==> config.mk <==
export PLATFORM = sky130hd
export DESIGN_NAME = stwc_channel
export DESIGN_NICKNAME = d
export VERILOG_FILES = /design/src/common/stwc_pkg.sv /design/src/common/stwc_shift_if.sv /design/src/rtl/stwc_sync.sv /design/src/rtl/stwc_shifter.sv /design/src/rtl/stwc_channel.sv
export SDC_FILE = /design/constraint.sdc
export NUM_CORES = 1
export LEC_CHECK = 0
export BUFFER_PORTS_ARGS = -buffer_cell sky130_fd_sc_hd__buf_2
export CAP_MARGIN = 20
export CORE_ASPECT_RATIO = 0.75
export CORE_MARGIN = 3
export CORE_UTILIZATION = 52
export DETAILED_ROUTE_END_ITERATION = 12
export PLACE_DENSITY = 0.82
export REMOVE_ABC_BUFFERS = 1
export SLEW_MARGIN = 10
export SYNTH_ARGS = -nofsm -noshare
export SYNTH_HDL_FRONTEND = slang
export SYNTH_SLANG_ARGS = --single-unit
export TNS_END_PERCENT = 1
==> constraint.sdc <==
create_clock -name i_sys_clk -period 2 [get_ports i_sys_clk]
set_clock_uncertainty 0.05 [all_clocks]
set_input_delay 0.2 -clock i_sys_clk [delete_from_list [all_inputs] [get_ports i_sys_clk]]
set_output_delay 0.2 -clock i_sys_clk [all_outputs]
set_load 0.05 [all_outputs]
==> src/common/stwc_pkg.sv <==
// Package with register map, field layouts and timing constants
package stwc_pkg;
  // ---------------------------------------------------------------
  // Register byte offsets
  // ---------------------------------------------------------------
  localparam logic [7:0] OUTPUT_ENABLE_CONTROL_OFS = 8'h00;
  localparam logic [7:0] CHANNEL_START_TRIGGER_OFS = 8'h04;
  localparam logic [7:0] SERIAL_MODE_SETUP_OFS = 8'h08;
  localparam logic [7:0] SHIFT_DATA_AND_DIVISOR_OFS = 8'h0C;
  localparam logic [7:0] CLOCK_OUTPUT_LEVEL_OFS = 8'h10;
  localparam logic [7:0] DATA_OUTPUT_LEVEL_OFS = 8'h14;
  localparam logic [7:0] COMM_SETTING_REG_OFS = 8'h18;
  localparam logic [7:0] CHANNEL_STATUS_OFS = 8'h1C;
  localparam logic [7:0] FLAG_CLEAR_OFS = 8'h20;
  // ---------------------------------------------------------------
  // Field positions
  // ---------------------------------------------------------------
  localparam int CHAN_BIT = 0;
  localparam int TRANSMIT_ENABLE_POS = 15;
  localparam int RECEIVE_ENABLE_POS = 14;
  localparam int DIV_LSB = 9;
  localparam int DIV_MSB = 15;
  localparam int STAT_BUSY_POS = 6;
  localparam int STAT_ACK_ERR_POS = 1;
  localparam int STAT_IRQ_POS = 0;
  // ---------------------------------------------------------------
  // Reset values and frame counts
  // ---------------------------------------------------------------
  localparam logic [15:0] SERIAL_MODE_SETUP_RST = 16'h0020;
  localparam logic [15:0] COMM_SETTING_RST = 16'h0087;
  localparam logic [15:0] SHIFT_DATA_RST = 16'h0000;
  localparam logic [3:0] FRAME_BITS = 4'h8;
  localparam logic [3:0] ACK_SLOT = 4'h8;
  localparam logic [6:0] DIV_MIN = 7'h01;
  localparam logic [31:0] APB_UNMAPPED_RDATA = 32'h0000_0000;
endpackage : stwc_pkg

==> src/common/stwc_shift_if.sv <==
// Interface between the register file and the frame shifter
`timescale 1ns/1ps
interface stwc_shift_if;
  logic start;
  logic [7:0] tx_byte;
  logic [6:0] divisor;
  logic busy;
  logic done;
  logic ack_err;
  logic sda_out;
  logic scl_out;
  modport ctrl (output start, output tx_byte, output divisor, input busy, input done, input ack_err,
    input sda_out, input scl_out);
  modport shifter (input start, input tx_byte, input divisor, output busy, output done, output ack_err,
    output sda_out, output scl_out);
endinterface : stwc_shift_if

==> src/rtl/stwc_sync.sv <==
// Two flip-flop synchroniser for pin inputs
`timescale 1ns/1ps
module stwc_sync (
  // Clock and reset
  input wire logic i_sys_clk,
  input wire logic i_rst,
  input wire logic i_ce,
  // Data
  input wire logic i_async,
  output logic o_sync
);
  logic meta_q;
  always_ff @(posedge i_sys_clk) begin
    if (i_rst) begin
      meta_q <= 1'b1;
      o_sync <= 1'b1;
    end else if (i_ce) begin
      meta_q <= i_async;
      o_sync <= meta_q;
    end
  end
endmodule : stwc_sync

==> src/rtl/stwc_shifter.sv <==
// Frame shifter: 8 bits MSB first plus acknowledge slot, 50% duty clock
`timescale 1ns/1ps
module stwc_shifter
  import stwc_pkg::*;
(
  // Clock and reset
  input wire logic i_sys_clk,
  input wire logic i_rst,
  input wire logic i_ce,
  // Synchronised data line
  input wire logic i_sda_sync,
  // Control link
  stwc_shift_if.shifter sh
);
  typedef enum logic [2:0] {
    STWC_IDLE = 3'b001,
    STWC_LOW = 3'b010,
    STWC_HIGH = 3'b100
  } stwc_state_e;

  stwc_state_e state_q;
  logic [6:0] tick_q;
  logic [3:0] bit_q;
  logic [7:0] sreg_q;
  logic half_end;
  logic done_q;
  logic ackerr_q;

  // half period of divisor plus one
  assign half_end = (tick_q == sh.divisor);
  assign sh.busy = (state_q != STWC_IDLE);
  assign sh.done = done_q;
  assign sh.ack_err = ackerr_q;
  // MSB first, released high during the acknowledge slot
  assign sh.sda_out = (bit_q == ACK_SLOT) ? 1'b1 : sreg_q[7];
  assign sh.scl_out = (state_q != STWC_LOW);

  // ---------------------------------------------------------------
  // Bit timing
  // ---------------------------------------------------------------
  always_ff @(posedge i_sys_clk) begin
    if (i_rst) begin
      state_q <= STWC_IDLE;
      tick_q <= 7'h00;
      bit_q <= 4'h0;
      sreg_q <= 8'hFF;
    end else if (i_ce) begin
      unique case (state_q)
        STWC_IDLE: begin
          tick_q <= 7'h00;
          if (sh.start) begin
            sreg_q <= sh.tx_byte;
            bit_q <= 4'h0;
            state_q <= STWC_LOW;
          end
        end
        STWC_LOW: begin
          tick_q <= half_end ? 7'h00 : tick_q + 7'h01;
          if (half_end) begin
            state_q <= STWC_HIGH;
          end
        end
        STWC_HIGH: begin
          tick_q <= half_end ? 7'h00 : tick_q + 7'h01;
          if (half_end) begin
            // eight data bits then one acknowledge slot, no parity
            if (bit_q == ACK_SLOT) begin
              state_q <= STWC_IDLE;
              bit_q <= 4'h0;
            end else begin
              bit_q <= bit_q + 4'h1;
              sreg_q <= {sreg_q[6:0], 1'b1};
              state_q <= STWC_LOW;
            end
          end
        end
      endcase
    end
  end

  // ---------------------------------------------------------------
  // End of frame and acknowledge sampling
  // ---------------------------------------------------------------
  always_ff @(posedge i_sys_clk) begin
    if (i_rst) begin
      done_q <= 1'b0;
      ackerr_q <= 1'b0;
    end else if (i_ce) begin
      done_q <= (state_q == STWC_HIGH) && half_end && (bit_q == ACK_SLOT);
      ackerr_q <= 1'b0;
      // high data line in acknowledge slot is an error
      if ((state_q == STWC_HIGH) && half_end && (bit_q == ACK_SLOT)) begin
        ackerr_q <= i_sda_sync;
      end
    end
  end

  // AST_FRAME_DONE_IDLE
  AST_FRAME_DONE_IDLE: assert property (@(posedge i_sys_clk) disable iff (i_rst)
    i_ce && done_q |-> state_q == STWC_IDLE)
    else $error("done pulse outside idle");
  // AST_SCL_HIGH_IN_IDLE
  AST_SCL_HIGH_IN_IDLE: assert property (@(posedge i_sys_clk) disable iff (i_rst)
    state_q == STWC_IDLE |-> sh.scl_out && sh.sda_out)
    else $error("bus not released in idle");
  // AST_ACK_SLOT_RELEASED
  AST_ACK_SLOT_RELEASED: assert property (@(posedge i_sys_clk) disable iff (i_rst)
    state_q != STWC_IDLE |-> bit_q <= ACK_SLOT && (bit_q != ACK_SLOT || sh.sda_out))
    else $error("data driven in acknowledge slot");
  // AST_HALF_PERIOD
  AST_HALF_PERIOD: assert property (@(posedge i_sys_clk) disable iff (i_rst)
    i_ce && state_q == STWC_LOW && half_end |=> state_q == STWC_HIGH && tick_q == 7'h00)
    else $error("low phase not followed by high phase");
  // AST_MSB_FIRST
  AST_MSB_FIRST: assert property (@(posedge i_sys_clk) disable iff (i_rst)
    i_ce && state_q == STWC_IDLE && sh.start |=> sh.sda_out == $past(sh.tx_byte[7]))
    else $error("first bit is not the MSB");
endmodule : stwc_shifter

==> src/rtl/stwc_channel.sv <==
// Simple two-wire channel: APB registers, start control and pin drive
`timescale 1ns/1ps
// How it works
// - After software start, address and direction go out as one frame.
// - Address frame is 8 bits: 7 address bits, direction in bit 0.
// - Only the transfer-end event is flagged; no buffer-empty source exists.
// - The only transmit error reported is the acknowledge error flag.
// - Clock is at most a quarter of operation clock; divisor must be >=1.
// - Data is not inverted, idles high, and shifts MSB first.
// - No parity; one acknowledge slot follows the eighth bit.
// - During transfer the low byte is data, the high byte the divisor.
// - After the address, 8-bit data frames follow; then stop and release.
// - Bit rate is operation clock over divisor plus one, halved.
// - Serial clock has equal high and low phases.
module stwc_channel
  import stwc_pkg::*;
(
  // Clock, reset, enable
  input wire logic i_sys_clk,
  input wire logic i_rst,
  input wire logic i_ce,
  // APB slave
  input wire logic i_psel,
  input wire logic i_penable,
  input wire logic i_pwrite,
  input wire logic [7:0] i_paddr,
  input wire logic [31:0] i_pwdata,
  output logic [31:0] o_prdata,
  output logic o_pready,
  output logic o_pslverr,
  // Two-wire pins
  input wire logic i_bus_clock_pin,
  output logic o_bus_clock_pin,
  output logic o_bus_clock_pin_oe,
  input wire logic i_bus_data_pin,
  output logic o_bus_data_pin,
  output logic o_bus_data_pin_oe,
  // Events
  output logic o_transfer_end_irq
);
  stwc_shift_if sh ();

  logic [7:0] oe_ctrl_q;
  logic [15:0] mode_q;
  logic [15:0] sdr_q;
  logic [7:0] cko_q;
  logic [7:0] so_q;
  logic [15:0] scr_q;
  logic ack_error_flag_q;
  logic irq_q;
  logic sda_sync;
  logic scl_sync;
  logic wr_en;
  logic rd_en;
  logic mapped;
  logic start_req;
  logic [31:0] rdata_d;
  logic [31:0] prdata_q;

  // ---------------------------------------------------------------
  // APB decode
  // ---------------------------------------------------------------
  function automatic logic addr_is(input logic [7:0] a, input logic [7:0] ofs);
    addr_is = (a == ofs);
  endfunction : addr_is

  assign wr_en = i_ce && i_psel && i_penable && i_pwrite;
  assign rd_en = i_ce && i_psel && !i_penable && !i_pwrite;
  assign mapped = addr_is(i_paddr, OUTPUT_ENABLE_CONTROL_OFS) || addr_is(i_paddr, CHANNEL_START_TRIGGER_OFS)
    || addr_is(i_paddr, SERIAL_MODE_SETUP_OFS) || addr_is(i_paddr, SHIFT_DATA_AND_DIVISOR_OFS)
    || addr_is(i_paddr, CLOCK_OUTPUT_LEVEL_OFS) || addr_is(i_paddr, DATA_OUTPUT_LEVEL_OFS)
    || addr_is(i_paddr, COMM_SETTING_REG_OFS) || addr_is(i_paddr, CHANNEL_STATUS_OFS)
    || addr_is(i_paddr, FLAG_CLEAR_OFS);
  assign o_pready = 1'b1;
  assign o_pslverr = i_psel && i_penable && !mapped;
  assign o_prdata = prdata_q;

  // ---------------------------------------------------------------
  // Pin synchronisers
  // ---------------------------------------------------------------
  stwc_sync u_sync_sda (
    .i_sys_clk(i_sys_clk),
    .i_rst(i_rst),
    .i_ce(i_ce),
    .i_async(i_bus_data_pin),
    .o_sync(sda_sync)
  );

  stwc_sync u_sync_scl (
    .i_sys_clk(i_sys_clk),
    .i_rst(i_rst),
    .i_ce(i_ce),
    .i_async(i_bus_clock_pin),
    .o_sync(scl_sync)
  );

  // ---------------------------------------------------------------
  // Configuration registers
  // ---------------------------------------------------------------
  always_ff @(posedge i_sys_clk) begin
    if (i_rst) begin
      oe_ctrl_q <= 8'h00;
      mode_q <= SERIAL_MODE_SETUP_RST;
      cko_q <= 8'hFF;
      so_q <= 8'hFF;
      scr_q <= COMM_SETTING_RST;
    end else if (wr_en) begin
      if (addr_is(i_paddr, COMM_SETTING_REG_OFS)) begin
        // only enable bits move while busy
        if (sh.busy) begin
          scr_q[TRANSMIT_ENABLE_POS] <= i_pwdata[TRANSMIT_ENABLE_POS];
          scr_q[RECEIVE_ENABLE_POS] <= i_pwdata[RECEIVE_ENABLE_POS];
        end else begin
          scr_q <= i_pwdata[15:0];
        end
      end
      // mode, clock, output and enable frozen while busy
      if (!sh.busy) begin
        if (addr_is(i_paddr, OUTPUT_ENABLE_CONTROL_OFS)) begin
          oe_ctrl_q <= i_pwdata[7:0];
        end
        if (addr_is(i_paddr, SERIAL_MODE_SETUP_OFS)) begin
          mode_q <= i_pwdata[15:0];
        end
        if (addr_is(i_paddr, CLOCK_OUTPUT_LEVEL_OFS)) begin
          cko_q <= i_pwdata[7:0];
        end
        if (addr_is(i_paddr, DATA_OUTPUT_LEVEL_OFS)) begin
          so_q <= i_pwdata[7:0];
        end
      end
    end
  end

  // low byte data, high byte divisor
  always_ff @(posedge i_sys_clk) begin
    if (i_rst) begin
      sdr_q <= SHIFT_DATA_RST;
    end else if (wr_en && addr_is(i_paddr, SHIFT_DATA_AND_DIVISOR_OFS)) begin
      if (sh.busy) begin
        sdr_q[7:0] <= i_pwdata[7:0];
      end else begin
        sdr_q <= i_pwdata[15:0];
      end
    end
  end

  // ---------------------------------------------------------------
  // Start trigger
  // ---------------------------------------------------------------
  // start sends the address and direction frame
  // later starts send data frames from the same register
  assign start_req = wr_en && addr_is(i_paddr, CHANNEL_START_TRIGGER_OFS) && i_pwdata[CHAN_BIT]
    && !sh.busy && i_pwdata[TRANSMIT_ENABLE_POS - 8] == 1'b0 && scr_q[TRANSMIT_ENABLE_POS];

  always_ff @(posedge i_sys_clk) begin
    if (i_rst) begin
      sh.start <= 1'b0;
      sh.tx_byte <= 8'hFF;
      sh.divisor <= DIV_MIN;
    end else if (i_ce) begin
      sh.start <= start_req;
      if (start_req) begin
        // upper 7 bits address, bit 0 direction
        sh.tx_byte <= sdr_q[7:0];
        // divisor of zero is forced to the minimum of one
        sh.divisor <= (sdr_q[DIV_MSB:DIV_LSB] < DIV_MIN) ? DIV_MIN : sdr_q[DIV_MSB:DIV_LSB];
      end
    end
  end

  // ---------------------------------------------------------------
  // Status flags
  // ---------------------------------------------------------------
  always_ff @(posedge i_sys_clk) begin
    if (i_rst) begin
      ack_error_flag_q <= 1'b0;
      irq_q <= 1'b0;
    end else if (i_ce) begin
      // acknowledge error is the only error flag; set wins over clear
      if (sh.ack_err) begin
        ack_error_flag_q <= 1'b1;
      end else if (wr_en && addr_is(i_paddr, FLAG_CLEAR_OFS) && i_pwdata[STAT_ACK_ERR_POS]) begin
        ack_error_flag_q <= 1'b0;
      end
      // transfer end is the only event
      irq_q <= sh.done;
    end
  end

  assign o_transfer_end_irq = irq_q;

  // ---------------------------------------------------------------
  // Read data
  // ---------------------------------------------------------------
  always_comb begin
    rdata_d = APB_UNMAPPED_RDATA;
    if (addr_is(i_paddr, OUTPUT_ENABLE_CONTROL_OFS)) begin
      rdata_d = {24'h000000, oe_ctrl_q};
    end else if (addr_is(i_paddr, SERIAL_MODE_SETUP_OFS)) begin
      rdata_d = {16'h0000, mode_q};
    end else if (addr_is(i_paddr, SHIFT_DATA_AND_DIVISOR_OFS)) begin
      rdata_d = {16'h0000, sdr_q};
    end else if (addr_is(i_paddr, CLOCK_OUTPUT_LEVEL_OFS)) begin
      rdata_d = {24'h000000, cko_q};
    end else if (addr_is(i_paddr, DATA_OUTPUT_LEVEL_OFS)) begin
      rdata_d = {24'h000000, so_q};
    end else if (addr_is(i_paddr, COMM_SETTING_REG_OFS)) begin
      rdata_d = {16'h0000, scr_q};
    end else if (addr_is(i_paddr, CHANNEL_STATUS_OFS)) begin
      // Synchronised line levels let software see a held bus
      rdata_d = {24'h000000, 1'b0, sh.busy, 2'h0, scl_sync, sda_sync, ack_error_flag_q, irq_q};
    end
  end

  always_ff @(posedge i_sys_clk) begin
    if (i_rst) begin
      prdata_q <= 32'h0000_0000;
    end else if (rd_en) begin
      prdata_q <= rdata_d;
    end
  end

  // ---------------------------------------------------------------
  // Pin drive
  // ---------------------------------------------------------------
  stwc_shifter u_shifter (
    .i_sys_clk(i_sys_clk),
    .i_rst(i_rst),
    .i_ce(i_ce),
    .i_sda_sync(sda_sync),
    .sh(sh)
  );

  logic sda_level;
  logic scl_level;
  // shifter drives data while enabled, else software level
  assign sda_level = oe_ctrl_q[CHAN_BIT] ? sh.sda_out : so_q[CHAN_BIT];
  assign scl_level = sh.busy ? sh.scl_out : cko_q[CHAN_BIT];
  // Open drain: only low levels are driven
  assign o_bus_data_pin = 1'b0;
  assign o_bus_data_pin_oe = !sda_level;
  assign o_bus_clock_pin = 1'b0;
  assign o_bus_clock_pin_oe = !scl_level;

  // AST_ACK_FLAG_SET
  AST_ACK_FLAG_SET: assert property (@(posedge i_sys_clk) disable iff (i_rst)
    i_ce && sh.ack_err |=> ack_error_flag_q)
    else $error("acknowledge error not flagged");
  // AST_IRQ_FOLLOWS_DONE
  AST_IRQ_FOLLOWS_DONE: assert property (@(posedge i_sys_clk) disable iff (i_rst)
    i_ce && sh.done |=> o_transfer_end_irq)
    else $error("transfer end not raised");
  // AST_MODE_FROZEN
  AST_MODE_FROZEN: assert property (@(posedge i_sys_clk) disable iff (i_rst)
    sh.busy ##1 sh.busy |-> $stable(mode_q) && $stable(oe_ctrl_q))
    else $error("mode changed during transfer");
  // AST_DIV_MIN
  AST_DIV_MIN: assert property (@(posedge i_sys_clk) disable iff (i_rst)
    sh.busy |-> sh.divisor >= DIV_MIN)
    else $error("divisor below one");
  // AST_DIVISOR_FROZEN
  AST_DIVISOR_FROZEN: assert property (@(posedge i_sys_clk) disable iff (i_rst)
    sh.busy ##1 sh.busy |-> $stable(sdr_q[15:8]))
    else $error("divisor changed during transfer");
endmodule : stwc_channel

==> report_table.html, run 1 <==
<table>
<tr><th>Metric</th><th>Value</th></tr>
<tr><th colspan="2">Run status</th></tr>
<tr><td>Run status</td><td>completed</td></tr>
<tr><th colspan="2">Critical path</th></tr>
<tr><td>Crit-path cells</td><td>buf_4 -&gt; nor2b_1 -&gt; nand2b_1 -&gt; a21oi_1 -&gt; buf_2</td></tr>
<tr><td>Critical path class</td><td>reg -&gt; out</td></tr>
<tr><td>Worst reg2reg path startpoint</td><td>u_shifter.state_q[1]$_SDFFE_PP0P_</td></tr>
<tr><td>CP Max Fanout</td><td>4</td></tr>
<tr><td>Element type at the critical path end</td><td>output pin</td></tr>
<tr><td>Required time of the critical path</td><td>roughly 1800 ps</td></tr>
<tr><td>Largest incremental delay on the critical path</td><td>380 ps</td></tr>
<tr><td>Number of cell instances on the worst register-to-register path</td><td>6</td></tr>
<tr><td>Crit Reg-Reg Endpoint</td><td>sh.tx_byte[2]$_SDFFE_PP1P_</td></tr>
<tr><td>Critical Path Slowest Stage Cell</td><td>dfxtp_1</td></tr>
<tr><td>Data arrival time of the critical path</td><td>1680 ps</td></tr>
<tr><td>Startpoint kind of the worst setup timing path</td><td>flop</td></tr>
<tr><td>Flop-to-flop setup slack</td><td>around 120 ps</td></tr>
<tr><th colspan="2">Route</th></tr>
<tr><td>Aggregate routed wire length</td><td>17.26 mm</td></tr>
<tr><td>Wire length per cell after detailed routing</td><td>17.00 um</td></tr>
<tr><td>Number of antenna-violating nets in the routed design</td><td>0</td></tr>
<tr><td>Ratio of routed vias to standard cells</td><td>5.767</td></tr>
<tr><td>Residual DRC count</td><td>0</td></tr>
<tr><td>Iteration count of the initial detailed-routing pass</td><td>6</td></tr>
<tr><td>Starting DRC count in detailed routing</td><td>635</td></tr>
<tr><td>Via count of the routed design</td><td>5,854</td></tr>
<tr><th colspan="2">Synthesis</th></tr>
<tr><td>Flip-flop and latch count after synthesis</td><td>134</td></tr>
<tr><td>Ys Warns</td><td>0</td></tr>
<tr><td>Sequential share of the synthesized area</td><td>0.4185</td></tr>
<tr><td>FFs w/ async S/R, synth</td><td>0</td></tr>
<tr><td>Number of distinct library cells after synthesis</td><td>66</td></tr>
<tr><td>Cell area after technology mapping</td><td>6410 um2</td></tr>
<tr><td>Number of flops mapped to enable cells by yosys</td><td>0</td></tr>
<tr><td>Synthesized area per cell</td><td>between 8 and 9 um2</td></tr>
<tr><td>Instance count of the mapped netlist</td><td>759</td></tr>
<tr><td>Top_reg_cell synth</td><td>dfxtp_1</td></tr>
<tr><th colspan="2">Timing</th></tr>
<tr><td>Fin worst setup slack</td><td>around 71 ps</td></tr>
<tr><td>Worst slew margin</td><td>0.6198</td></tr>
<tr><td>Number of endpoints failing setup at the final stage</td><td>0</td></tr>
<tr><td>Setup repair after global routing missed its margin</td><td>true</td></tr>
<tr><td>Final-report hold violation count</td><td>0</td></tr>
<tr><td>Min Tclk post-route</td><td>1929 ps</td></tr>
<tr><td>Period utilisation layout</td><td>0.9644</td></tr>
<tr><td>Slew @ Worst Pin</td><td>568.2 ps</td></tr>
<tr><td>Fmax achieved</td><td>0.5185 GHz</td></tr>
<tr><td>Fin. max-slew vios</td><td>0</td></tr>
<tr><th colspan="2">Run</th></tr>
<tr><td>Maximum capacitance violations</td><td>0</td></tr>
<tr><th colspan="2">Final layout</th></tr>
<tr><td>Layout cells sized above 1</td><td>0.1911</td></tr>
<tr><td>Fin cells</td><td>~1,000</td></tr>
<tr><td>Most common library cell in the layout ignoring fill and taps</td><td>nand2_1</td></tr>
<tr><td>Fill cell total of the finished layout</td><td>975</td></tr>
<tr><td>Commonest cells after routing, fill and taps aside</td><td>141 x nand2_1, 132 x dfxtp_1, 62 x buf_4</td></tr>
<tr><td>Final core occ</td><td>0.6483</td></tr>
<tr><td>Number of inserted diodes</td><td>0</td></tr>
<tr><td>Synthesis-to-layout area growth</td><td>19.62%</td></tr>
<tr><td>Fin nets</td><td>892</td></tr>
<tr><th colspan="2">Placed design</th></tr>
<tr><td>Final HPWL from detailed placement</td><td>11.86 mm</td></tr>
<tr><td>Cell count after placement</td><td>between 900 and 1,000</td></tr>
<tr><td>Global placer's final weighted congestion</td><td>0.9366</td></tr>
<tr><td>Worst setup slack after placement</td><td>40.62 ps</td></tr>
<tr><td>Number of buffers inserted by port buffering</td><td>between 50 and 60</td></tr>
<tr><th colspan="2">Power and ir drop</th></tr>
<tr><td>Power Total</td><td>6103 uW</td></tr>
<tr><td>Leakage</td><td>0.003301 uW</td></tr>
<tr><td>Max IR drop VDD</td><td>slightly below 0.0007 V</td></tr>
<tr><td>Areal power density over the cells</td><td>795.9 nW/um2</td></tr>
<tr><th colspan="2">CTS</th></tr>
<tr><td>TritonCTS sink count</td><td>134</td></tr>
<tr><td>Cell chosen for the clock root</td><td>clkbuf_16</td></tr>
<tr><td>Clock edge transition at the registers on the reported setup and hold paths</td><td>approximately 50 ps</td></tr>
<tr><td>TritonCTS Buffers</td><td>17</td></tr>
<tr><td>Total number of H-tree levels</td><td>4</td></tr>
<tr><td>CTS tree</td><td>done</td></tr>
<tr><td>Deepest clock path buffer count</td><td>2</td></tr>
<tr><td>Worst-Skew Late Latency</td><td>420 ps</td></tr>
<tr><th colspan="2">Floorplan</th></tr>
<tr><td>Count of pins on the block boundary</td><td>87</td></tr>
<tr><td>FP Rows</td><td>34</td></tr>
<tr><td>Total Die Area</td><td>13,710 um2</td></tr>
<tr><td>Starting utilization of the core area</td><td>0.5420</td></tr>
<tr><td>Core area</td><td>11,830 um2</td></tr>
<tr><td>Die extent in x</td><td>134.2 um</td></tr>
<tr><td>Die span in y</td><td>roughly 100 um</td></tr>
<tr><th colspan="2">Hold path</th></tr>
<tr><td>Hold path depth</td><td>3</td></tr>
<tr><td>Worst Min Path Start</td><td>i_pwdata[11]</td></tr>
<tr><td>Worst Hold End</td><td>scr_q[11]$_SDFFE_PP0P_</td></tr>
<tr><td>Path type of the worst min-delay path</td><td>in -&gt; reg</td></tr>
<tr><th colspan="2">Global route</th></tr>
<tr><td>Congestion Overflow GR</td><td>0</td></tr>
<tr><td>Pin count of the biggest net entering global routing</td><td>43</td></tr>
<tr><td>Via count of the first global-routing pass</td><td>5,437</td></tr>
<tr><td>Total global-route track usage</td><td>0.2578</td></tr>
<tr><td>Wire length of the first global-routing pass</td><td>27.92 mm</td></tr>
<tr><td>Number of antenna violations at the first check in global routing</td><td>0</td></tr>
</table>
==> stage by stage <==
step | cell area [um2] | setup TNS, ps | hold WS [ps]
after floorplan | 6086 | -3265 | 219.1
after global placement | 7048 | 0 | 364.3
after detailed placement | 7048 | 0 | 374.1
after CTS | 7649 | 0 | 0.6323
after global routing | 7667 | 0 | 15.23
final | 7667 | 0 | 13.10
==> layer usage <==
layer	track usage	share of wire	wire length, um
met4	0.08764	0.025	427
met3	0.06398	0.10	1720
met1	0.3634	0.44	7582
met5	0	0	0
met2	0.3903	0.44	7527
==> synth_stat cells, types with 4 or more instances <==
library cell  instances  area [um2]
a21oi_1              56       280.3
a311oi_1              7       61.31
a31oi_1               4       25.02
and2_1                7       43.79
and3_1                8       50.05
and4b_1               4       40.04
buf_2                10       50.05
buf_4                24       180.2
clkbuf_1             33       123.9
dfxtp_1             134        2683
inv_1                14       52.55
mux2i_1              58       580.6
nand2_1             141       529.3
nand2b_1             15       93.84
nand3_1              28       140.1
nand4_1               5       31.28
nor2_1               53       198.9
nor2b_1              16       100.1
nor3_1                4       20.02
nor3b_1               4       30.03
nor4_1                9       56.30
o21ai_0              29       145.1
o22ai_1               9       56.30
o41ai_1               7       61.31
or3_1                 5       31.28
xnor2_1              12       105.1
==> cells by family after synthesis <==
| family | after synthesis | share of synthesized area |
|---|---|---|
| flip-flops | 134 | 0.4185 |
| XOR/XNOR | 12 | 0.01640 |
| adder cells (fa/ha/maj) | 3 | 0.005857 |
| buffers and inverters | 87 | 0.06929 |
| AND/OR/NAND/NOR | 321 | 0.2530 |
| other | 2 | 0.001172 |
| multiplexers | 61 | 0.1011 |
| AO/OA/AOI/OAI | 139 | 0.1347 |
==> repair_timing <==
| item | CTS | global route |
|---|---|---|
| buffers inserted | 0 | 1 |
| hold endpoints to repair | 3 | 0 |
| setup endpoints to repair | 1 | 6 |
| gates resized for setup | 4 | 4 |
| pin swaps | 0 | 1 |
| hold buffers | 3 | 0 |
==> critical path, delay by kind of cell (launching register included) <==
kind	cells	cell delay (ps)
buf+inv	2	480
compound gates	1	200
flops	1	380
simple gates	2	200
==> report_power, final <==
group          total [uW]  internal (uW)  leakage [uW]  switching [uW]
sequential           2680           2680       0.00108            5.46
combinational         416            123       0.00194             293
clock                3000           1880      0.000278            1130
==> layout make-up <==
class / count / area, um2 / share of cell area
multi-input cells: 555 / 3361 / 0.4383
inverters: 15 / 56.30 / 0.007343
clock buffers: 21 / 460.4 / 0.06005
clock inverters: 10 / 105.1 / 0.01371
repair buffers: 118 / 797.0 / 0.1039
well taps: 162 / 202.7 / 0.02644
flip-flops and latches: 134 / 2685 / 0.3502
==> how the worst max path moves through the flow <==
stage | startpoint | to | slack [ps] | cells after the start
3_5_place_dp | i_paddr[5] | sh.tx_byte[2]$_SDFFE_PP1P_ | 40 | 7
4_1_cts | u_shifter.bit_q[0]$_SDFFE_PP0P_ | o_bus_data_pin_oe | 1 | 7
3_3_place_gp | i_paddr[4] | oe_ctrl_q[2]$_SDFFE_PP0P_ | 60 | 8
6_report | u_shifter.state_q[1]$_SDFFE_PP0P_ | o_bus_clock_pin_oe | 70 | 5
2_1_floorplan | u_shifter.state_q[2]$_SDFFE_PP0P_ | u_shifter.sreg_q[0]$_SDFFE_PP1P_ | -300 | 5
5_1_grt | u_shifter.state_q[1]$_SDFFE_PP0P_ | o_bus_clock_pin_oe | 10 | 5
==> state kept, by name, summed over array words and instances (netlist names), 3 cells and up <==
register / flops
u_shifter.tick_q: 7
sh.divisor: 7
sh.tx_byte: 8
u_shifter.state_q: 3
mode_q: 16
sdr_q: 16
cko_q: 8
u_shifter.sreg_q: 8
scr_q: 16
so_q: 8
oe_ctrl_q: 8
o_prdata: 16
u_shifter.bit_q: 4
Note: power is estimated with default switching activity, not from simulation.
==> inputs of run 2 (changes only) <==
--- a/config.mk
+++ b/config.mk
@@ -7,7 +7,6 @@
 export LEC_CHECK = 0
 export BUFFER_PORTS_ARGS = -buffer_cell sky130_fd_sc_hd__buf_2
 export CAP_MARGIN = 20
-export CORE_ASPECT_RATIO = 0.75
 export CORE_MARGIN = 3
 export CORE_UTILIZATION = 52
 export DETAILED_ROUTE_END_ITERATION = 12
==> report_table.html, run 2 (synthesized netlist as in run 1, its figures left out) <==
<table>
<tr><th>Metric</th><th>Value</th></tr>
<tr><th colspan="2">Critical path</th></tr>
<tr><td>Largest incremental delay on the critical path</td><td>360 ps</td></tr>
<tr><td>Number of cell instances on the worst register-to-register path</td><td>6</td></tr>
<tr><td>Critical Path Slowest Stage Cell</td><td>dfxtp_4</td></tr>
<tr><td>Buffering stage count on the worst path with inverters included</td><td>2</td></tr>
<tr><td>CP Depth</td><td>7</td></tr>
<tr><td>Delay-heaviest family, CP</td><td>simple AND/OR/NAND/NOR gates</td></tr>
<tr><td>Worst setup path endpoint</td><td>o_bus_data_pin_oe</td></tr>
<tr><td>Required time of the critical path</td><td>1750 ps</td></tr>
<tr><td>Data arrival time of the critical path</td><td>1700 ps</td></tr>
<tr><td>Startpoint kind of the worst setup timing path</td><td>flop</td></tr>
<tr><td>Element type at the critical path end</td><td>output pin</td></tr>
<tr><td>Crit Reg-Reg Endpoint</td><td>sh.tx_byte[0]$_SDFFE_PP1P_</td></tr>
<tr><td>Crit-path cells</td><td>inv_2 -&gt; ha_1 -&gt; and3b_1 -&gt; nor2_1 -&gt; nand2_1 -&gt; o21ai_2 -&gt; buf_6</td></tr>
<tr><td>Worst reg2reg path startpoint</td><td>u_shifter.state_q[2]$_SDFFE_PP0P_</td></tr>
<tr><td>Flop-to-flop setup slack</td><td>90 ps</td></tr>
<tr><td>First element of the critical path</td><td>u_shifter.bit_q[0]$_SDFFE_PP0P_</td></tr>
<tr><td>Critical path class</td><td>reg -&gt; out</td></tr>
<tr><td>CP Max Fanout</td><td>4</td></tr>
<tr><th colspan="2">Placed design</th></tr>
<tr><td>Number of buffers inserted by port buffering</td><td>51</td></tr>
<tr><td>Global placer's final weighted congestion</td><td>0.9335</td></tr>
<tr><td>Final HPWL from detailed placement</td><td>11.60 mm</td></tr>
<tr><td>Placed standard-cell area</td><td>6975 um2</td></tr>
<tr><th colspan="2">Timing</th></tr>
<tr><td>Final-report hold violation count</td><td>0</td></tr>
<tr><td>Number of endpoints failing setup at the final stage</td><td>0</td></tr>
<tr><td>Min Tclk post-route</td><td>1949 ps</td></tr>
<tr><td>Slew @ Worst Pin</td><td>543.0 ps</td></tr>
<tr><td>Fin. max-slew vios</td><td>0</td></tr>
<tr><td>Setup repair after global routing missed its margin</td><td>true</td></tr>
<tr><td>Worst slew margin</td><td>0.6367</td></tr>
<tr><td>Period utilisation layout</td><td>0.9745</td></tr>
<tr><td>Fmax achieved</td><td>0.5131 GHz</td></tr>
<tr><th colspan="2">CTS</th></tr>
<tr><td>Cell chosen for the clock root</td><td>clkbuf_16</td></tr>
<tr><td>TritonCTS Buffers</td><td>17</td></tr>
<tr><td>Total number of H-tree levels</td><td>4</td></tr>
<tr><td>Worst-Skew Late Latency</td><td>420 ps</td></tr>
<tr><td>Clock edge transition at the registers on the reported setup and hold paths</td><td>roughly 50 ps</td></tr>
<tr><td>TritonCTS sink count</td><td>134</td></tr>
<tr><td>CTS tree</td><td>done</td></tr>
<tr><td>Deepest clock path buffer count</td><td>2</td></tr>
<tr><th colspan="2">Global route</th></tr>
<tr><td>Total global-route track usage</td><td>0.2591</td></tr>
<tr><td>Number of antenna violations at the first check in global routing</td><td>0</td></tr>
<tr><td>Wire length of the first global-routing pass</td><td>27.66 mm</td></tr>
<tr><td>Pin count of the biggest net entering global routing</td><td>38</td></tr>
<tr><td>Congestion Overflow GR</td><td>0</td></tr>
<tr><td>Via count of the first global-routing pass</td><td>5,599</td></tr>
<tr><th colspan="2">Power and ir drop</th></tr>
<tr><td>Net Sw Frac</td><td>0.2278</td></tr>
<tr><td>Sw Pwr</td><td>between 1000 and 1500 uW</td></tr>
<tr><td>Combinational share of power</td><td>0.068</td></tr>
<tr><td>Flop pwr share</td><td>0.436</td></tr>
<tr><td>Areal power density over the cells</td><td>approximately 800 nW/um2</td></tr>
<tr><td>Pint</td><td>4754 uW</td></tr>
<tr><td>Relative contribution of the clock network to total power</td><td>0.496</td></tr>
<tr><td>Leakage</td><td>0.003301 uW</td></tr>
<tr><td>Max IR drop VDD</td><td>0.0006647 V</td></tr>
<tr><th colspan="2">Route</th></tr>
<tr><td>Wire length per cell after detailed routing</td><td>16.92 um</td></tr>
<tr><td>Number of antenna-violating nets in the routed design</td><td>0</td></tr>
<tr><td>Aggregate routed wire length</td><td>16.83 mm</td></tr>
<tr><td>Via count of the routed design</td><td>5,761</td></tr>
<tr><td>Iteration count of the initial detailed-routing pass</td><td>6</td></tr>
<tr><td>Residual DRC count</td><td>0</td></tr>
<tr><td>Ratio of routed vias to standard cells</td><td>5.790</td></tr>
<tr><td>Starting DRC count in detailed routing</td><td>509</td></tr>
<tr><th colspan="2">Floorplan</th></tr>
<tr><td>Starting utilization of the core area</td><td>0.5473</td></tr>
<tr><td>Die extent in x</td><td>117.0 um</td></tr>
<tr><td>Die span in y</td><td>117.0 um</td></tr>
<tr><td>Core area</td><td>around 12,000 um2</td></tr>
<tr><td>Count of pins on the block boundary</td><td>87</td></tr>
<tr><td>FP Rows</td><td>39</td></tr>
<tr><td>Total Die Area</td><td>roughly 14,000 um2</td></tr>
<tr><th colspan="2">Final layout</th></tr>
<tr><td>Most common library cell in the layout ignoring fill and taps</td><td>nand2_1</td></tr>
<tr><td>Number of inserted diodes</td><td>0</td></tr>
<tr><td>Final core occ</td><td>0.6578</td></tr>
<tr><td>Commonest cells after routing, fill and taps aside</td><td>141 x nand2_1, 132 x dfxtp_1, 58 x mux2i_1</td></tr>
<tr><td>Fin nets</td><td>891</td></tr>
<tr><td>Synthesis-to-layout area growth</td><td>20.18%</td></tr>
<tr><td>Summed area of non-filler cells in the final layout</td><td>7704 um2</td></tr>
<tr><td>Layout cells sized above 1</td><td>0.1843</td></tr>
<tr><th colspan="2">Hold path</th></tr>
<tr><td>Path type of the worst min-delay path</td><td>in -&gt; reg</td></tr>
<tr><th colspan="2">Run</th></tr>
<tr><td>Maximum capacitance violations</td><td>0</td></tr>
<tr><th colspan="2">Run status</th></tr>
<tr><td>Run status</td><td>completed</td></tr>
</table>
## run 2: layer usage
layer  vias up  part of all wire  track usage  wire length [um]
met5         -                 0            0                 0
met2       246              0.48       0.4236              8054
li1       2787                 -            -                 -
met1      2686              0.42       0.3239              6991
met4         0             0.032       0.1323               540
met3        42             0.074      0.05398              1246
## run 2: power groups by stage
stage | sequential (uW) | clock (uW) | combinational [uW]
2_1_floorplan | 2750 | 0 | 183
4_1_cts | 2680 | 3090 | 410
3_3_place_gp | 2740 | 0 | 391
6_report | 2680 | 3060 | 419
5_1_grt | 2680 | 3210 | 445
3_5_place_dp | 2740 | 0 | 393
## run 2: worst min-delay path, stage by stage
cell	delay [ps]
buf_2	140
nand2_1	60
a21oi_1	50
## run 2: how the worst min path moves through the flow
stage | from | endpoint | slack, ps | depth (start not counted)
6_report | i_pwdata[4] | mode_q[4]$_SDFFE_PP0P_ | 40 | 3
5_1_grt | i_pwdata[4] | mode_q[4]$_SDFFE_PP0P_ | 40 | 3
4_1_cts | i_pwdata[4] | mode_q[4]$_SDFFE_PP0P_ | 20 | 3
3_5_place_dp | i_bus_data_pin | u_sync_sda.meta_q$_SDFFE_PP1P_ | 370 | 3
3_3_place_gp | i_bus_data_pin | u_sync_sda.meta_q$_SDFFE_PP1P_ | 370 | 3
2_1_floorplan | i_rst | mode_q[0]$_SDFFE_PP0P_ | 220 | 1
## run 2: metrics by stage
| stage | hold WS (ps) | setup WS, ps | power, uW | std cells | setup TNS, ps |
|---|---|---|---|---|---|
| 2_1_floorplan | 219.1 | -299.7 | 2934 | 704 | -3265 |
| 3_3_place_gp | 368.5 | 31.16 | 3131 | 952 | 0 |
| 3_5_place_dp | 374.2 | -11.57 | 3134 | 952 | -11.57 |
| 4_1_cts | 17.38 | 11.87 | 6181 | 995 | 0 |
| 5_1_grt | 43.05 | -38.53 | 6333 | 995 | -59.65 |
| 6_report | 35.75 | 50.92 | 6157 | 995 | 0 |
## run 2: layout make-up
class | count | area (um2)
sequential | 134 | 2688
multi-input combinational | 555 | 3361
timing repair buffer | 117 | 834.6
fill | 916 | 4008
clock buffer | 23 | 488.0
tap | 143 | 178.9
clock inverter | 8 | 97.59
inverter | 15 | 56.30
## run 2: repair_timing
item	CTS	global route
hold buffers	10	0
resized for setup	6	6
pin swaps	1	1
hold endpoints to repair	21	0
endpoints found under the setup margin	10	43
buffers inserted	2	0
==> inputs of run 3 (changes only) <==
--- a/config.mk
+++ b/config.mk
@@ -7,9 +7,11 @@
 export LEC_CHECK = 0
 export BUFFER_PORTS_ARGS = -buffer_cell sky130_fd_sc_hd__buf_2
 export CAP_MARGIN = 20
+export CORE_ASPECT_RATIO = 1.1
 export CORE_MARGIN = 3
 export CORE_UTILIZATION = 52
 export DETAILED_ROUTE_END_ITERATION = 12
+export GPL_TIMING_DRIVEN = 0
 export PLACE_DENSITY = 0.82
 export REMOVE_ABC_BUFFERS = 1
 export SLEW_MARGIN = 10
==> report_table.html, run 3 (synthesized netlist as in run 1, its figures left out) <==
<table>
<tr><th>Metric</th><th>Value</th></tr>
<tr><th colspan="2">Floorplan</th></tr>
<tr><td>Total Die Area</td><td>13,700 um2</td></tr>
<tr><td>Count of pins on the block boundary</td><td>slightly below 90</td></tr>
<tr><td>Die extent in x</td><td>roughly 110 um</td></tr>
<tr><td>FP Rows</td><td>41</td></tr>
<tr><td>Starting utilization of the core area</td><td>0.5456</td></tr>
<tr><td>Die span in y</td><td>122.4 um</td></tr>
<tr><td>Core area</td><td>11,750 um2</td></tr>
<tr><th colspan="2">Timing</th></tr>
<tr><td>Sum of negative setup slack</td><td>0 ps</td></tr>
<tr><td>Setup repair after global routing missed its margin</td><td>true</td></tr>
<tr><td>Period utilisation layout</td><td>0.9799</td></tr>
<tr><td>Slew @ Worst Pin</td><td>about 710 ps</td></tr>
<tr><td>Min Tclk post-route</td><td>1960 ps</td></tr>
<tr><td>Fin. max-slew vios</td><td>0</td></tr>
<tr><td>Worst slew margin</td><td>0.5246</td></tr>
<tr><td>Final-report hold violation count</td><td>0</td></tr>
<tr><td>Hold WS</td><td>10.48 ps</td></tr>
<tr><td>Fmax achieved</td><td>0.5103 GHz</td></tr>
<tr><td>Number of endpoints failing setup at the final stage</td><td>0</td></tr>
<tr><th colspan="2">Global route</th></tr>
<tr><td>Congestion Overflow GR</td><td>0</td></tr>
<tr><td>Number of antenna violations at the first check in global routing</td><td>1</td></tr>
<tr><td>Total global-route track usage</td><td>0.2309</td></tr>
<tr><td>Pin count of the biggest net entering global routing</td><td>77</td></tr>
<tr><td>Via count of the first global-routing pass</td><td>5,083</td></tr>
<tr><td>Wire length of the first global-routing pass</td><td>about 26 mm</td></tr>
<tr><th colspan="2">CTS</th></tr>
<tr><td>TritonCTS sink count</td><td>~130</td></tr>
<tr><td>Worst-Skew Late Latency</td><td>410 ps</td></tr>
<tr><td>Total number of H-tree levels</td><td>4</td></tr>
<tr><td>TritonCTS Buffers</td><td>17</td></tr>
<tr><td>Deepest clock path buffer count</td><td>2</td></tr>
<tr><td>Cell chosen for the clock root</td><td>clkbuf_16</td></tr>
<tr><td>CTS tree</td><td>done</td></tr>
<tr><td>Clock edge transition at the registers on the reported setup and hold paths</td><td>around 50 ps</td></tr>
<tr><th colspan="2">Route</th></tr>
<tr><td>Via count of the routed design</td><td>about 5,600</td></tr>
<tr><td>Wire length per cell after detailed routing</td><td>16.95 um</td></tr>
<tr><td>Starting DRC count in detailed routing</td><td>roughly 500</td></tr>
<tr><td>Ratio of routed vias to standard cells</td><td>5.903</td></tr>
<tr><td>Aggregate routed wire length</td><td>16.22 mm</td></tr>
<tr><td>Iteration count of the initial detailed-routing pass</td><td>7</td></tr>
<tr><td>Residual DRC count</td><td>0</td></tr>
<tr><td>Number of antenna-violating nets in the routed design</td><td>0</td></tr>
<tr><th colspan="2">Critical path</th></tr>
<tr><td>Critical path class</td><td>in -&gt; out</td></tr>
<tr><td>Element type at the critical path end</td><td>output pin</td></tr>
<tr><td>Required time of the critical path</td><td>approximately 1800 ps</td></tr>
<tr><td>Startpoint kind of the worst setup timing path</td><td>input pin</td></tr>
<tr><td>Data arrival time of the critical path</td><td>about 1700 ps</td></tr>
<tr><td>CP Max Fanout</td><td>37</td></tr>
<tr><th colspan="2">Final layout</th></tr>
<tr><td>Commonest cells after routing, fill and taps aside</td><td>140 x nand2_1, 129 x dfxtp_1, 58 x mux2i_1</td></tr>
<tr><td>Layout cells sized above 1</td><td>0.1613</td></tr>
<tr><td>Fin nets</td><td>845</td></tr>
<tr><td>Most common library cell in the layout ignoring fill and taps</td><td>nand2_1</td></tr>
<tr><td>Fill cell total of the finished layout</td><td>931</td></tr>
<tr><td>Synthesis-to-layout area growth</td><td>15.97%</td></tr>
<tr><th colspan="2">Power and ir drop</th></tr>
<tr><td>Max IR drop VDD</td><td>0.0005821 V</td></tr>
<tr><td>Areal power density over the cells</td><td>804.5 nW/um2</td></tr>
<tr><td>Leakage</td><td>roughly 0.003 uW</td></tr>
<tr><th colspan="2">Placed design</th></tr>
<tr><td>Global placer's final weighted congestion</td><td>about 0.86</td></tr>
<tr><td>Number of buffers inserted by port buffering</td><td>51</td></tr>
<tr><td>Final HPWL from detailed placement</td><td>9.925 mm</td></tr>
<tr><th colspan="2">Run status</th></tr>
<tr><td>Run status</td><td>completed</td></tr>
<tr><th colspan="2">Hold path</th></tr>
<tr><td>Path type of the worst min-delay path</td><td>in -&gt; reg</td></tr>
<tr><th colspan="2">Run</th></tr>
<tr><td>Maximum capacitance violations</td><td>0</td></tr>
</table>
run 3: layout make-up:
cell class                 instances  area (um2)  area share
antenna                            1       2.502   0.0003366
clock buffer                      20       436.7     0.05874
clock inverter                    11       110.1     0.01481
inverter                          15       61.31    0.008248
multi-input combinational        555        3441      0.4629
sequential                       134        2696      0.3627
tap                              150       187.7     0.02525
timing repair buffer              71       498.0     0.06699
run 3: where the power goes:
group / total (uW) / internal (uW) / switching [uW]
Clock: 2910 / 1810 / 1100
Sequential: 2680 / 2670 / 5.17
Combinational: 389 / 101 / 288
Total: 5980 / 4580 / 1400
run 3: per-stage QoR:
stage | util | power (uW) | area [um2] | setup WS, ps | instances
floorplan | - | 2934 | 6086 | -299.7 | 704
global placement | 0.5558 | 3089 | 6529 | -2471 | 905
detailed placement | 0.5603 | 3100 | 6583 | -795.1 | 908
CTS | 0.6248 | 5992 | 7340 | -58.45 | 953
global route | 0.6328 | 6155 | 7433 | -50.58 | 957
finish | 0.6328 | 5980 | 7433 | 40.20 | 957
run 3: worst max-delay path: stages:
cell      delay, ps
clkbuf_4        310
nor4_4          490
and4b_1         360
nor3_1          100
buf_2           220
run 3: routing by layer:
metal	part of all wire	wire [um]	global-route usage
met4	0.026	427	0.09506
met3	0.070	1137	0.04931
met1	0.41	6625	0.2927
met2	0.50	8030	0.3842
met5	0	0	0
run 3: worst paths after layout:
| check | from | to | slack [ps] | cells after the start |
|---|---|---|---|---|
| max | i_paddr[2] | o_pslverr | 40 | 5 |
| min | i_pwdata[9] | mode_q[9]$_SDFFE_PP0P_ | 10 | 3 |
| max reg2reg | u_shifter.state_q[1]$_SDFFE_PP0P_ | so_q[5]$_SDFFE_PP1P_ | 50 | 5 |
| min reg2reg | mode_q[9]$_SDFFE_PP0P_ | mode_q[9]$_SDFFE_PP0P_ | 390 | 2 |
run 3: timing repair:
item	CTS	global route
gates resized for setup	20	17
hold buffers	7	0
pin swaps	4	4
hold endpoints to repair	8	0
endpoints found under the setup margin	96	80
setup buffers	7	3
